**src/rwi_pkg.sv**
```systemverilog
package rwi_pkg;
  // ==========================================================
  // Register offsets (index space of the plain register port)
  localparam logic [7:0] ADDR_P5_DIR = 8'h05;
  localparam logic [7:0] ADDR_P6_DIR = 8'h06;
  localparam logic [7:0] ADDR_P7_DIR = 8'h07;
  localparam logic [7:0] ADDR_P8_DIR = 8'h08;
  localparam logic [7:0] ADDR_RAM_PTR = 8'h09;
  localparam logic [7:0] ADDR_RAM_BUF = 8'h0a;
  localparam logic [7:0] ADDR_CNT1_PRE = 8'h0b;
  localparam logic [7:0] ADDR_CNT2_PRE = 8'h0c;
  localparam logic [7:0] ADDR_HPW_PRE = 8'h0d;
  localparam logic [7:0] ADDR_LPW_PRE = 8'h0e;
  localparam logic [7:0] ADDR_INT_MASK = 8'h0f;
  localparam logic [7:0] ADDR_WAKE_OSC = 8'h16;
  localparam logic [7:0] ADDR_TICK_CTRL = 8'h17;
  localparam logic [7:0] ADDR_RST_CAUSE = 8'h20;
  // ==========================================================
  // Reset values
  localparam logic [7:0] RST_P5_DIR = 8'hf0;
  localparam logic [7:0] RST_DIR_ALL_IN = 8'hff;
  localparam logic [7:0] RST_ZERO = 8'h00;
  localparam logic [7:0] RST_TICK_CTRL = 8'hbf;
  localparam logic [7:0] WAKE_OSC_KEEP = 8'h70;
  localparam logic [7:0] STATUS_POR_CLR = 8'h9f;
  localparam logic [7:0] RAMSEL_POR_CLR = 8'h3f;
  localparam logic [7:0] RAM_PTR_MASK = 8'h7f;
  localparam logic [7:0] PC_RESET = 8'h00;
  localparam int WAKE_P6_BIT = 1;
  localparam int WAKE_P8_BIT = 3;
  localparam int TICK_INT_BIT = 6;
  // ==========================================================
  // Sequencer states, reset causes and core modes
  typedef enum logic [1:0] {
    RWI_RUN = 2'b00,
    RWI_HOLD = 2'b01,
    RWI_WAKE = 2'b10
  } rwi_state_t;
  typedef enum logic [1:0] {
    RWI_SRC_NONE = 2'b00,
    RWI_SRC_POR = 2'b01,
    RWI_SRC_PIN = 2'b10,
    RWI_SRC_DOG = 2'b11
  } rwi_src_t;
  typedef enum logic [1:0] {
    RWI_MODE_NORMAL = 2'b00,
    RWI_MODE_GREEN = 2'b01,
    RWI_MODE_IDLE = 2'b10,
    RWI_MODE_SLEEP = 2'b11
  } rwi_mode_t;
endpackage : rwi_pkg

```
**src/rwi_sync_if.sv**
```systemverilog
interface rwi_sync_if;
  logic por_req;
  logic pin_req;
  logic [15:0] port_in;
  modport src (output por_req, output pin_req, output port_in);
  modport dst (input por_req, input pin_req, input port_in);
endinterface : rwi_sync_if

```
**src/rwi_reset_ctrl.sv**
```systemverilog
// Contract
// RULE_01: Reset is entered on power-on detection, an enabled dog timer time-out, or the reset pin driven low.
// RULE_02: Power-on detection is always active and no bit can disable it.
// RULE_03: The main oscillator is kept running, or started, during and after any reset.
// RULE_04: Any reset loads the program counter with zero.
// RULE_05: Any reset makes every port pin an input with its driver off.
// RULE_06: Any reset clears the tick counter, the dog timer and the shared prescaler.
// RULE_07: Power-on reset alone clears bits 5 and 6 of the status flags and the top two bits of the RAM select.
// RULE_08: Reset sets every tick counter control bit to one except bit 6, which is cleared.
// RULE_09: Power-on and pin or dog reset load the same values, except the RAM buffer which pin or dog reset keeps.
// RULE_10: A wake-up from a port change keeps every listed control register.
// RULE_11: An enabled dog time-out resets the device in normal, green or idle mode.
// RULE_12: A level change on port 6 or port 8 can wake the device instead of raising an interrupt.
// RULE_13: Internal reset is held while any source is active and released on the core clock once all are gone.
module rwi_reset_ctrl (
  input wire logic mclk,
  input wire logic rstn,
  input wire logic supply_low,
  input wire logic ext_reset_n,
  input wire logic dog_timeout,
  input wire logic dog_enable,
  input wire rwi_pkg::rwi_mode_t core_mode,
  input wire logic [15:0] port_pins,
  input wire logic [7:0] reg_addr,
  input wire logic [7:0] reg_wdata,
  input wire logic reg_wr,
  input wire logic reg_rd,
  output logic [7:0] reg_rdata,
  output logic core_reset,
  output logic osc_run,
  output logic [7:0] program_counter,
  output logic timers_clear,
  output logic por_flag_clear,
  output logic [7:0] status_flags_mask,
  output logic [7:0] ram_select_mask,
  output logic wake_pulse,
  output logic [7:0] port5_oe,
  output logic [7:0] port6_oe,
  output logic [7:0] port7_oe,
  output logic [7:0] port8_oe
);
  import rwi_pkg::*;

  // ==========================================================
  // Input synchronisation
  rwi_sync_if sy();
  rwi_sync #(.PORT_W(16)) u_sync (
    .mclk(mclk),
    .rstn(rstn),
    .supply_low(supply_low),
    .ext_reset_n(ext_reset_n),
    .port_pins(port_pins),
    .sy(sy)
  );

  // ==========================================================
  // Source merge
  logic dog_hit;
  logic any_src;
  logic is_por;
  rwi_state_t state_r;
  rwi_src_t cause_r;
  logic por_seen_r;
  // Dog timeout arrives from logic on mclk, so no synchroniser
  assign dog_hit = dog_timeout && dog_enable && (core_mode != RWI_MODE_SLEEP); // [RULE_11]
  // Power-on path has no enable term at all
  assign is_por = sy.por_req; // [RULE_02]
  assign any_src = is_por || sy.pin_req || dog_hit; // [RULE_01]

  // ==========================================================
  // Wake detect on ports 6 and 8
  logic [15:0] port_prev_r;
  logic [7:0] wake_osc_r;
  logic wake_hit;
  logic p6_change;
  logic p8_change;
  always_ff @(posedge mclk or negedge rstn) begin
    if (!rstn) begin
      port_prev_r <= '1;
    end else begin
      port_prev_r <= sy.port_in;
    end
  end
  assign p6_change = |(port_prev_r[7:0] ^ sy.port_in[7:0]);
  assign p8_change = |(port_prev_r[15:8] ^ sy.port_in[15:8]);
  // Wake enables are active low; only meaningful while sleeping
  assign wake_hit = (core_mode == RWI_MODE_SLEEP) && (state_r == RWI_RUN)
                    && ((p6_change && !wake_osc_r[WAKE_P6_BIT])
                    || (p8_change && !wake_osc_r[WAKE_P8_BIT])); // [RULE_12]

  // ==========================================================
  // Sequencer
  always_ff @(posedge mclk or negedge rstn) begin
    if (!rstn) begin
      state_r <= RWI_HOLD;
    end else begin
      case (state_r)
        RWI_RUN: begin
          if (any_src) begin
            state_r <= RWI_HOLD;
          end else if (wake_hit) begin
            state_r <= RWI_WAKE;
          end
        end
        RWI_HOLD: begin
          if (!any_src) begin
            state_r <= RWI_RUN; // [RULE_13]
          end
        end
        RWI_WAKE: begin
          state_r <= any_src ? RWI_HOLD : RWI_RUN;
        end
        default: begin
          state_r <= RWI_HOLD;
        end
      endcase
    end
  end

  // Cause latch: power-on outranks pin, pin outranks dog
  always_ff @(posedge mclk or negedge rstn) begin
    if (!rstn) begin
      cause_r <= RWI_SRC_POR;
      por_seen_r <= 1'b1;
    end else if (is_por) begin
      cause_r <= RWI_SRC_POR;
      por_seen_r <= 1'b1;
    end else if (sy.pin_req) begin
      cause_r <= RWI_SRC_PIN;
    end else if (dog_hit) begin
      cause_r <= RWI_SRC_DOG;
    end else if (state_r == RWI_RUN) begin
      por_seen_r <= 1'b0;
    end
  end

  logic in_reset;
  assign in_reset = (state_r == RWI_HOLD) || any_src;
  assign core_reset = in_reset; // [RULE_13]
  assign osc_run = 1'b1; // [RULE_03]
  assign timers_clear = in_reset; // [RULE_06]
  assign wake_pulse = (state_r == RWI_WAKE);
  // Core applies these masks as AND while por_flag_clear is high
  assign por_flag_clear = in_reset && (is_por || por_seen_r); // [RULE_07]
  assign status_flags_mask = STATUS_POR_CLR;
  assign ram_select_mask = RAMSEL_POR_CLR;

  always_ff @(posedge mclk or negedge rstn) begin
    if (!rstn) begin
      program_counter <= PC_RESET;
    end else if (in_reset) begin
      program_counter <= PC_RESET; // [RULE_04]
    end
  end

  // ==========================================================
  // Control registers
  logic [7:0] p5_dir_r;
  logic [7:0] p6_dir_r;
  logic [7:0] p7_dir_r;
  logic [7:0] p8_dir_r;
  logic [7:0] ram_ptr_r;
  logic [7:0] ram_buf_r;
  logic [7:0] cnt1_pre_r;
  logic [7:0] cnt2_pre_r;
  logic [7:0] hpw_pre_r;
  logic [7:0] lpw_pre_r;
  logic [7:0] int_mask_r;
  logic [7:0] tick_ctrl_r;
  logic sw_ok;
  // Writes are refused while the core is held; wake leaves everything alone
  assign sw_ok = reg_wr && !in_reset; // [RULE_10]

  // One block per register keeps each reset path easy to trace
  always_ff @(posedge mclk or negedge rstn) begin
    if (!rstn) begin
      p5_dir_r <= RST_P5_DIR;
    end else if (in_reset) begin
      p5_dir_r <= RST_P5_DIR; // [RULE_05]
    end else if (sw_ok && reg_addr == ADDR_P5_DIR) begin
      p5_dir_r <= reg_wdata;
    end
  end

  always_ff @(posedge mclk or negedge rstn) begin
    if (!rstn) begin
      p6_dir_r <= RST_DIR_ALL_IN;
    end else if (in_reset) begin
      p6_dir_r <= RST_DIR_ALL_IN; // [RULE_05]
    end else if (sw_ok && reg_addr == ADDR_P6_DIR) begin
      p6_dir_r <= reg_wdata;
    end
  end

  always_ff @(posedge mclk or negedge rstn) begin
    if (!rstn) begin
      p7_dir_r <= RST_DIR_ALL_IN;
    end else if (in_reset) begin
      p7_dir_r <= RST_DIR_ALL_IN; // [RULE_05]
    end else if (sw_ok && reg_addr == ADDR_P7_DIR) begin
      p7_dir_r <= reg_wdata;
    end
  end

  always_ff @(posedge mclk or negedge rstn) begin
    if (!rstn) begin
      p8_dir_r <= RST_DIR_ALL_IN;
    end else if (in_reset) begin
      p8_dir_r <= RST_DIR_ALL_IN; // [RULE_05]
    end else if (sw_ok && reg_addr == ADDR_P8_DIR) begin
      p8_dir_r <= reg_wdata;
    end
  end

  // Port 5 low nibble holds speed bits; its pins are the high nibble only
  assign port5_oe = {~p5_dir_r[7:4], 4'h0} & {8{!in_reset}}; // [RULE_05]
  assign port6_oe = ~p6_dir_r & {8{!in_reset}};
  assign port7_oe = ~p7_dir_r & {8{!in_reset}};
  assign port8_oe = ~p8_dir_r & {8{!in_reset}};

  always_ff @(posedge mclk or negedge rstn) begin
    if (!rstn) begin
      ram_ptr_r <= RST_ZERO;
    end else if (in_reset) begin
      ram_ptr_r <= RST_ZERO; // [RULE_09]
    end else if (sw_ok && reg_addr == ADDR_RAM_PTR) begin
      ram_ptr_r <= reg_wdata & RAM_PTR_MASK;
    end
  end

  always_ff @(posedge mclk or negedge rstn) begin
    if (!rstn) begin
      cnt1_pre_r <= RST_ZERO;
    end else if (in_reset) begin
      cnt1_pre_r <= RST_ZERO; // [RULE_09]
    end else if (sw_ok && reg_addr == ADDR_CNT1_PRE) begin
      cnt1_pre_r <= reg_wdata;
    end
  end

  always_ff @(posedge mclk or negedge rstn) begin
    if (!rstn) begin
      cnt2_pre_r <= RST_ZERO;
    end else if (in_reset) begin
      cnt2_pre_r <= RST_ZERO; // [RULE_09]
    end else if (sw_ok && reg_addr == ADDR_CNT2_PRE) begin
      cnt2_pre_r <= reg_wdata;
    end
  end

  always_ff @(posedge mclk or negedge rstn) begin
    if (!rstn) begin
      hpw_pre_r <= RST_ZERO;
    end else if (in_reset) begin
      hpw_pre_r <= RST_ZERO; // [RULE_09]
    end else if (sw_ok && reg_addr == ADDR_HPW_PRE) begin
      hpw_pre_r <= reg_wdata;
    end
  end

  always_ff @(posedge mclk or negedge rstn) begin
    if (!rstn) begin
      lpw_pre_r <= RST_ZERO;
    end else if (in_reset) begin
      lpw_pre_r <= RST_ZERO; // [RULE_09]
    end else if (sw_ok && reg_addr == ADDR_LPW_PRE) begin
      lpw_pre_r <= reg_wdata;
    end
  end

  always_ff @(posedge mclk or negedge rstn) begin
    if (!rstn) begin
      int_mask_r <= RST_ZERO;
    end else if (in_reset) begin
      int_mask_r <= RST_ZERO; // [RULE_09]
    end else if (sw_ok && reg_addr == ADDR_INT_MASK) begin
      int_mask_r <= reg_wdata;
    end
  end

  // Unknown bits kept as they are; the enables come back on
  always_ff @(posedge mclk or negedge rstn) begin
    if (!rstn) begin
      wake_osc_r <= RST_ZERO;
    end else if (in_reset) begin
      wake_osc_r <= wake_osc_r & WAKE_OSC_KEEP; // [RULE_09]
    end else if (sw_ok && reg_addr == ADDR_WAKE_OSC) begin
      wake_osc_r <= reg_wdata;
    end
  end

  always_ff @(posedge mclk or negedge rstn) begin
    if (!rstn) begin
      tick_ctrl_r <= RST_TICK_CTRL;
    end else if (in_reset) begin
      tick_ctrl_r <= RST_TICK_CTRL; // [RULE_08]
    end else if (sw_ok && reg_addr == ADDR_TICK_CTRL) begin
      tick_ctrl_r <= reg_wdata;
    end
  end

  // RAM buffer: no reset clause, so pin and dog resets keep it
  always_ff @(posedge mclk) begin
    if (sw_ok && reg_addr == ADDR_RAM_BUF) begin
      ram_buf_r <= reg_wdata; // [RULE_09]
    end
  end

  // ==========================================================
  // Read port, data one cycle after the strobe
  logic [7:0] rd_nxt;
  always_comb begin
    rd_nxt = RST_ZERO;
    case (reg_addr)
      ADDR_P5_DIR: rd_nxt = p5_dir_r;
      ADDR_P6_DIR: rd_nxt = p6_dir_r;
      ADDR_P7_DIR: rd_nxt = p7_dir_r;
      ADDR_P8_DIR: rd_nxt = p8_dir_r;
      ADDR_RAM_PTR: rd_nxt = ram_ptr_r;
      ADDR_RAM_BUF: rd_nxt = ram_buf_r;
      ADDR_CNT1_PRE: rd_nxt = cnt1_pre_r;
      ADDR_CNT2_PRE: rd_nxt = cnt2_pre_r;
      ADDR_HPW_PRE: rd_nxt = hpw_pre_r;
      ADDR_LPW_PRE: rd_nxt = lpw_pre_r;
      ADDR_INT_MASK: rd_nxt = int_mask_r;
      ADDR_WAKE_OSC: rd_nxt = wake_osc_r;
      ADDR_TICK_CTRL: rd_nxt = tick_ctrl_r;
      ADDR_RST_CAUSE: rd_nxt = {5'h00, por_seen_r, cause_r};
      default: rd_nxt = RST_ZERO;
    endcase
  end

  always_ff @(posedge mclk or negedge rstn) begin
    if (!rstn) begin
      reg_rdata <= RST_ZERO;
    end else if (reg_rd) begin
      reg_rdata <= rd_nxt;
    end else begin
      reg_rdata <= RST_ZERO;
    end
  end
endmodule : rwi_reset_ctrl

```
**src/rwi_sync.sv**
```systemverilog
module rwi_sync #(
  parameter int PORT_W = 16
) (
  input wire logic mclk,
  input wire logic rstn,
  input wire logic supply_low,
  input wire logic ext_reset_n,
  input wire logic [PORT_W-1:0] port_pins,
  rwi_sync_if.src sy
);
  // ==========================================================
  // Two-stage synchronisers for every pin
  logic [PORT_W+1:0] s1_r;
  logic [PORT_W+1:0] s2_r;
  always_ff @(posedge mclk or negedge rstn) begin
    if (!rstn) begin
      s1_r <= '1;
      s2_r <= '1;
    end else begin
      s1_r <= {supply_low, ~ext_reset_n, port_pins};
      s2_r <= s1_r;
    end
  end
  assign sy.por_req = s2_r[PORT_W+1];
  assign sy.pin_req = s2_r[PORT_W];
  assign sy.port_in = s2_r[PORT_W-1:0];
  // Bit map of the pin vector is fixed by the top, so refuse other widths
  if (PORT_W != 16) begin : g_bad_width
    $error("rwi_sync: PORT_W must be 16");
  end
endmodule : rwi_sync

```
**config.mk**
```make
export PLATFORM = sky130hd
export DESIGN_NAME = rwi_reset_ctrl
export DESIGN_NICKNAME = d
export VERILOG_FILES = /design/src/rwi_pkg.sv /design/src/rwi_sync_if.sv /design/src/rwi_reset_ctrl.sv /design/src/rwi_sync.sv
export SDC_FILE = /design/constraint.sdc
export NUM_CORES = 1
export LEC_CHECK = 0
export ABC_AREA = 1
export BUFFER_PORTS_ARGS = -buffer_cell sky130_fd_sc_hd__buf_2
export CAP_MARGIN = 20
export CORE_MARGIN = 1
export CORE_UTILIZATION = 51
export CTS_CLUSTER_SIZE = 40
export DETAILED_ROUTE_END_ITERATION = 8
export PLACE_DENSITY_LB_ADDON = 0.08
export SETUP_SLACK_MARGIN = 0.02
export SYNTH_ARGS = -nofsm -noshare
export SYNTH_HDL_FRONTEND = slang
export SYNTH_SLANG_ARGS = --single-unit
```
**constraint.sdc**
```tcl
create_clock -name mclk -period 2.6 [get_ports mclk]
set_clock_uncertainty 0.05 [all_clocks]
set_input_delay 0.78 -clock mclk [delete_from_list [all_inputs] [get_ports mclk]]
set_output_delay 0.78 -clock mclk [all_outputs]
set_load 0.03 [all_outputs]
```
# Word level (Yosys, flattened, before mapping)
# Cells that the tools add are included.
# totals
ff_bits,169
input_bits,42
elab_cells,142
# op_classes
n_eq_ne,22
mux,38
n_bitwise,12
reduce_logical,49
# ops
op,n
8-bit two-way mux,25
8-bit case mux with 14 select lines,1
8-bit by 4-bit equality test with 1-bit output (second input constant),8
8-bit AND,4
2-bit nonzero test,13
8-bit by 3-bit equality test with 1-bit output (second input constant),3
8-bit inverter,3
1-bit logical AND,21
8-bit by 5-bit equality test with 1-bit output (second input constant),2
8-bit OR reduction,2
8-bit bitwise XOR,2
2-bit two-way mux,6
8-bit by 6-bit equality test with 1-bit output (second input constant),1
2-bit case mux with 3 select lines,1
1-bit logical OR,5
1-bit two-way mux,5
2-bit equality test (second input constant),2
2-bit by 1-bit inequality test with 1-bit output (second input constant),2
2-bit inequality test (second input constant),2
4-bit inverter,1
2-bit AND reduction,2
1-bit zero test,3
3-bit inequality test (second input constant),1
3-bit AND reduction,1
other kinds (4),5

# Longest topological paths before layout
# depth
word_depth,9
mapped_depth,12
depth_no_buf,11

# By module
# A second synthesis with hierarchy kept.
# unflattened
hier_cells,834
hier_area_um2,7517.2
# modules_own_cells
mod,instances,cells_each,area_per_inst_um2
rwi_reset_ctrl,1,797,6567.5
rwi_sync,1,37,949.7

# Least setup slack after synthesis
# OpenSTA, ideal clock, no wires.
# synth_path
kind,input to output
start,input core_mode[0]
end,output port7_oe[5]
t_arrival_ns,2.158
setup_slack_ns,-0.388
stages,8
path_cell_list,nand2_1 nand3_1 nand2_1 a21oi_4 inv_4 buf_6 buf_2 nor2_1
# synth_between
elab_chain_cells,6
# synth_lines
element,line_no,source
from (decl),rwi_reset_ctrl.sv:22,"input wire rwi_pkg::rwi_mode_t core_mode,"
2-bit inequality test,rwi_reset_ctrl.sv:65,assign dog_hit = dog_timeout && dog_enable && (core_mode != RWI_MODE_SLEEP);
1-bit logical AND,rwi_reset_ctrl.sv:65,
1-bit logical OR,rwi_reset_ctrl.sv:68,assign any_src = is_por || sy.pin_req || dog_hit;
1-bit logical OR,rwi_reset_ctrl.sv:138,assign in_reset = (state_r == RWI_HOLD) || any_src;
via core_reset,rwi_reset_ctrl.sv:29,"output logic core_reset,"
1-bit zero test,rwi_reset_ctrl.sv:218,assign port7_oe = ~p7_dir_r & {8{!in_reset}};
8-bit AND,rwi_reset_ctrl.sv:218,
to (decl),rwi_reset_ctrl.sv:39,"output logic [7:0] port7_oe,"
# The timed path passes the listed nets, and every way through them passes these cells.

# Worst setup path after layout
# layout_path
start,input core_mode[1]
end,output port5_oe[5]
# layout_between
elab_chain_cells,6
# layout_lines
element,line_no,source
2-bit inequality test,rwi_reset_ctrl.sv:65,
1-bit logical AND,rwi_reset_ctrl.sv:65,
1-bit logical OR,rwi_reset_ctrl.sv:68,
1-bit logical OR,rwi_reset_ctrl.sv:138,
1-bit zero test,rwi_reset_ctrl.sv:216,"assign port5_oe = {~p5_dir_r[7:4], 4'h0} & {8{!in_reset}};"
8-bit AND,rwi_reset_ctrl.sv:216,
to (decl),rwi_reset_ctrl.sv:37,"output logic [7:0] port5_oe,"
# Every way passes these cells.

==> flow_summary.ini <==
[timing]
rsz0062_at_grt = true
drv_slew = 0
relSlewSlack_pct = 65.5
fin_ws_ns = 0.0273
finalCriticalPeriod_ns = 2.57
setup_viol = 0
fmaxAchievable_mhz = 389
hold-worst-slack_ns = 0.245
hold_viol = 0
max_slew.worst_pin.slew_ns = 0.517
period_share_pct = 98.9

[cts]
numCtsBuffers = 17
clk-insertion-delay-late_ns = 0.43
ctsHoldBuffers = 0
clkSlewWorstSetupHoldPaths_ns = 0.06
cts_tree = built
clockBufferDepth = 2
cts_root_buf = clkbuf_16
htree_num_levels = 4
numClockSinks = 168

[routing]
routedWlPerCell_um = 16.7
via_per_inst = 5.27
drt_wl_total_um = 18900
vias = 5943
drt_pass1_iterations = 5
drc = 0
drtIter0Drc = 519
ant_nets = 0

[yosys]
synth_cell_type_count = 28
synth_top_area_share_pct = 31.5
avgSynthCellArea_um2 = 9.03
syn_inst = 832
synth_top_area_cell = dfstp_2
synth_warnings = 0
ys_seq_area_share_pct = 58.0
synth_area_um2 = 7510
synth_area_leaders = dfstp_2 (31%), dfrtp_1 (23%), nand2_1 (9.6%)
ys_seq_elements = 168

[floorplanning]
die_x_um = 123
start_util_pct = 53.3
num_io_pins = 111
fp-row-count = 43
coreArea_um2 = 14100
die_h_um = 123
dieArea_um2 = 15200

[finish]
final_area_um2 = 9090
finalNetCount = 976
reg_top3 = u_sync.s1_r (18), u_sync.s2_r (18), port_prev_r (16)
final-seq-area_um2 = 4360
layout-drive-gt1-share_pct = 31.0
area_growth_pct = 21.1
multi_input_area_um2 = 2870
num_antenna_cells = 0
final_cells = 1127
fillers = 1175

[placement]
dp.cells = 1094
hpwl_um = 13400
place_area_um2 = 8340
dp_slack_ns = -0.0453
port_buffers = 81
routabilityCongestion = 0.915

[grt]
gr-usage-met3_pct = 7.15
grt_pass1_wl_um = 29300
first_global_vias = 5587
grt_max_degree = 53
use_met2_pct = 41.6
grt-busiest-layer = met2
antenna_found_initial = 0
use_met1_pct = 35.0
grt_overflow_total = 0
grt_use_total_pct = 26.6

[job]
maxCapViolCount = 0

[pwr]
peakVddDrop_mv = 0.564
total_power_uw = 5570
pwr_density_cell_nw_per_um2 = 612
p_leak_uw = 0.00413

[setup_path]
criticalPathCategory = in -> out
cp_data_arrival_time_ns = 1.74
crit_fanout = 12
startpoint_type = primary input
worstPathRequired_ns = 1.77
end_kind = output port
worstRegToRegCells = 9

[run_status]
outcome = finished clean

[hold_path]
min_path_type = in -> async
## synth_stat cells
cell type / instances
a21oi_1: 26
a21oi_4: 5
buf_1: 1
buf_2: 16
buf_4: 35
buf_6: 6
clkbuf_1: 1
conb_1: 2
dfrtp_1: 70
dfstp_2: 90
edfxtp_1: 8
inv_1: 42
inv_2: 1
inv_4: 1
nand2_1: 192
nand2_2: 4
nand3_1: 100
nand3_2: 1
nand4_1: 2
nor2_1: 122
nor2_2: 9
nor2_4: 3
nor3_1: 4
o211ai_1: 1
o21ai_0: 74
o21ai_2: 1
or2_2: 2
xnor2_1: 13
## worst max-delay path, stage by stage
cell and delay, ns:
buf_2 0.11, nand2_4 0.04, nand3_2 0.07, nand2_2 0.08
a21oi_4 0.15, inv_4 0.09, buf_12 0.17, nor2_2 0.10
buf_6 0.13
## final cells by class
type,instances,share of cell area [%]
clock inverters,13,1.40
multi-input cells,588,31.6
inverters,44,1.84
repair buffers,115,9.95
well taps,180,2.48
clock buffers,19,4.87
flip-flops and latches,168,47.9
## report_power, final
group	total (uW)	switching, uW	leakage, uW	internal, uW
combinational	357	259	0.00186	98.3
sequential	2790	44.5	0.00199	2750
clock	2420	1120	0.000280	1300
## path summary, 6_finish.rpt
kind / start / end / slack (ns)
max in group asynchronous: rstn / por_seen_r / 1.55
hold / removal: rstn / cnt2_pre_r[4] / 0.25
setup / recovery: core_mode[1] / port5_oe[5] / 0.03
setup reg to reg: u_sync.s2_r[17] / ram_ptr_r[1] / 0.43
hold reg to reg: u_sync.s1_r[14] / u_sync.s2_r[14] / 0.31
min in group mclk: u_sync.s1_r[14] / u_sync.s2_r[14] / 0.31
## metal layers
metal | vias to the layer above | routed length [um]
met3 | 39 | 1470
met1 | 2811 | 8010
li1 | 2826 | -
met2 | 267 | 8800
met5 | - | 0
met4 | 0 | 584
## cell families (layout without fill, tap and decap cells)
group | Yosys count | after routing | synth area share [%]
xor+xnor | 13 | 13 | 1.52
compound gates | 107 | 107 | 7.96
other cells | 2 | 29 | 0.100
buf+inv | 103 | 191 | 7.80
simple gates | 439 | 439 | 24.6
flops | 168 | 168 | 58.0
## layout by cell type, fill, tap and decap left out, types with 4 or more instances in the layout
cell type,Yosys,layout
buf_12,0,6
nor2_4,3,26
nand3_1,100,99
inv_1,42,42
a21oi_1,26,26
nor2_2,9,14
clkbuf_16,0,17
nor2_1,122,94
buf_2,16,48
dfrtp_1,70,70
inv_6,0,4
edfxtp_1,8,8
nand2_1,192,190
nand2_2,4,5
buf_6,6,23
xnor2_1,13,13
conb_1,2,29
a21oi_4,5,5
buf_4,35,35
dfstp_2,90,90
inv_8,0,4
o21ai_0,74,74
nor3_1,4,4
## repair_timing
action                                  4_1_cts  5_1_grt
buffers inserted                              1        0
endpoints found under the setup margin       28       31
resized for setup                            49        8
## per-stage QoR
step | utilization, % | setup TNS [ns]
floorplan | - | -1.77
global placement | 59.2 | -0.00224
detailed placement | 59.2 | -0.434
CTS | 64.3 | 0
global route | 64.5 | -0.750
finish | 64.5 | 0
Note: power is estimated with default switching activity, not from simulation.
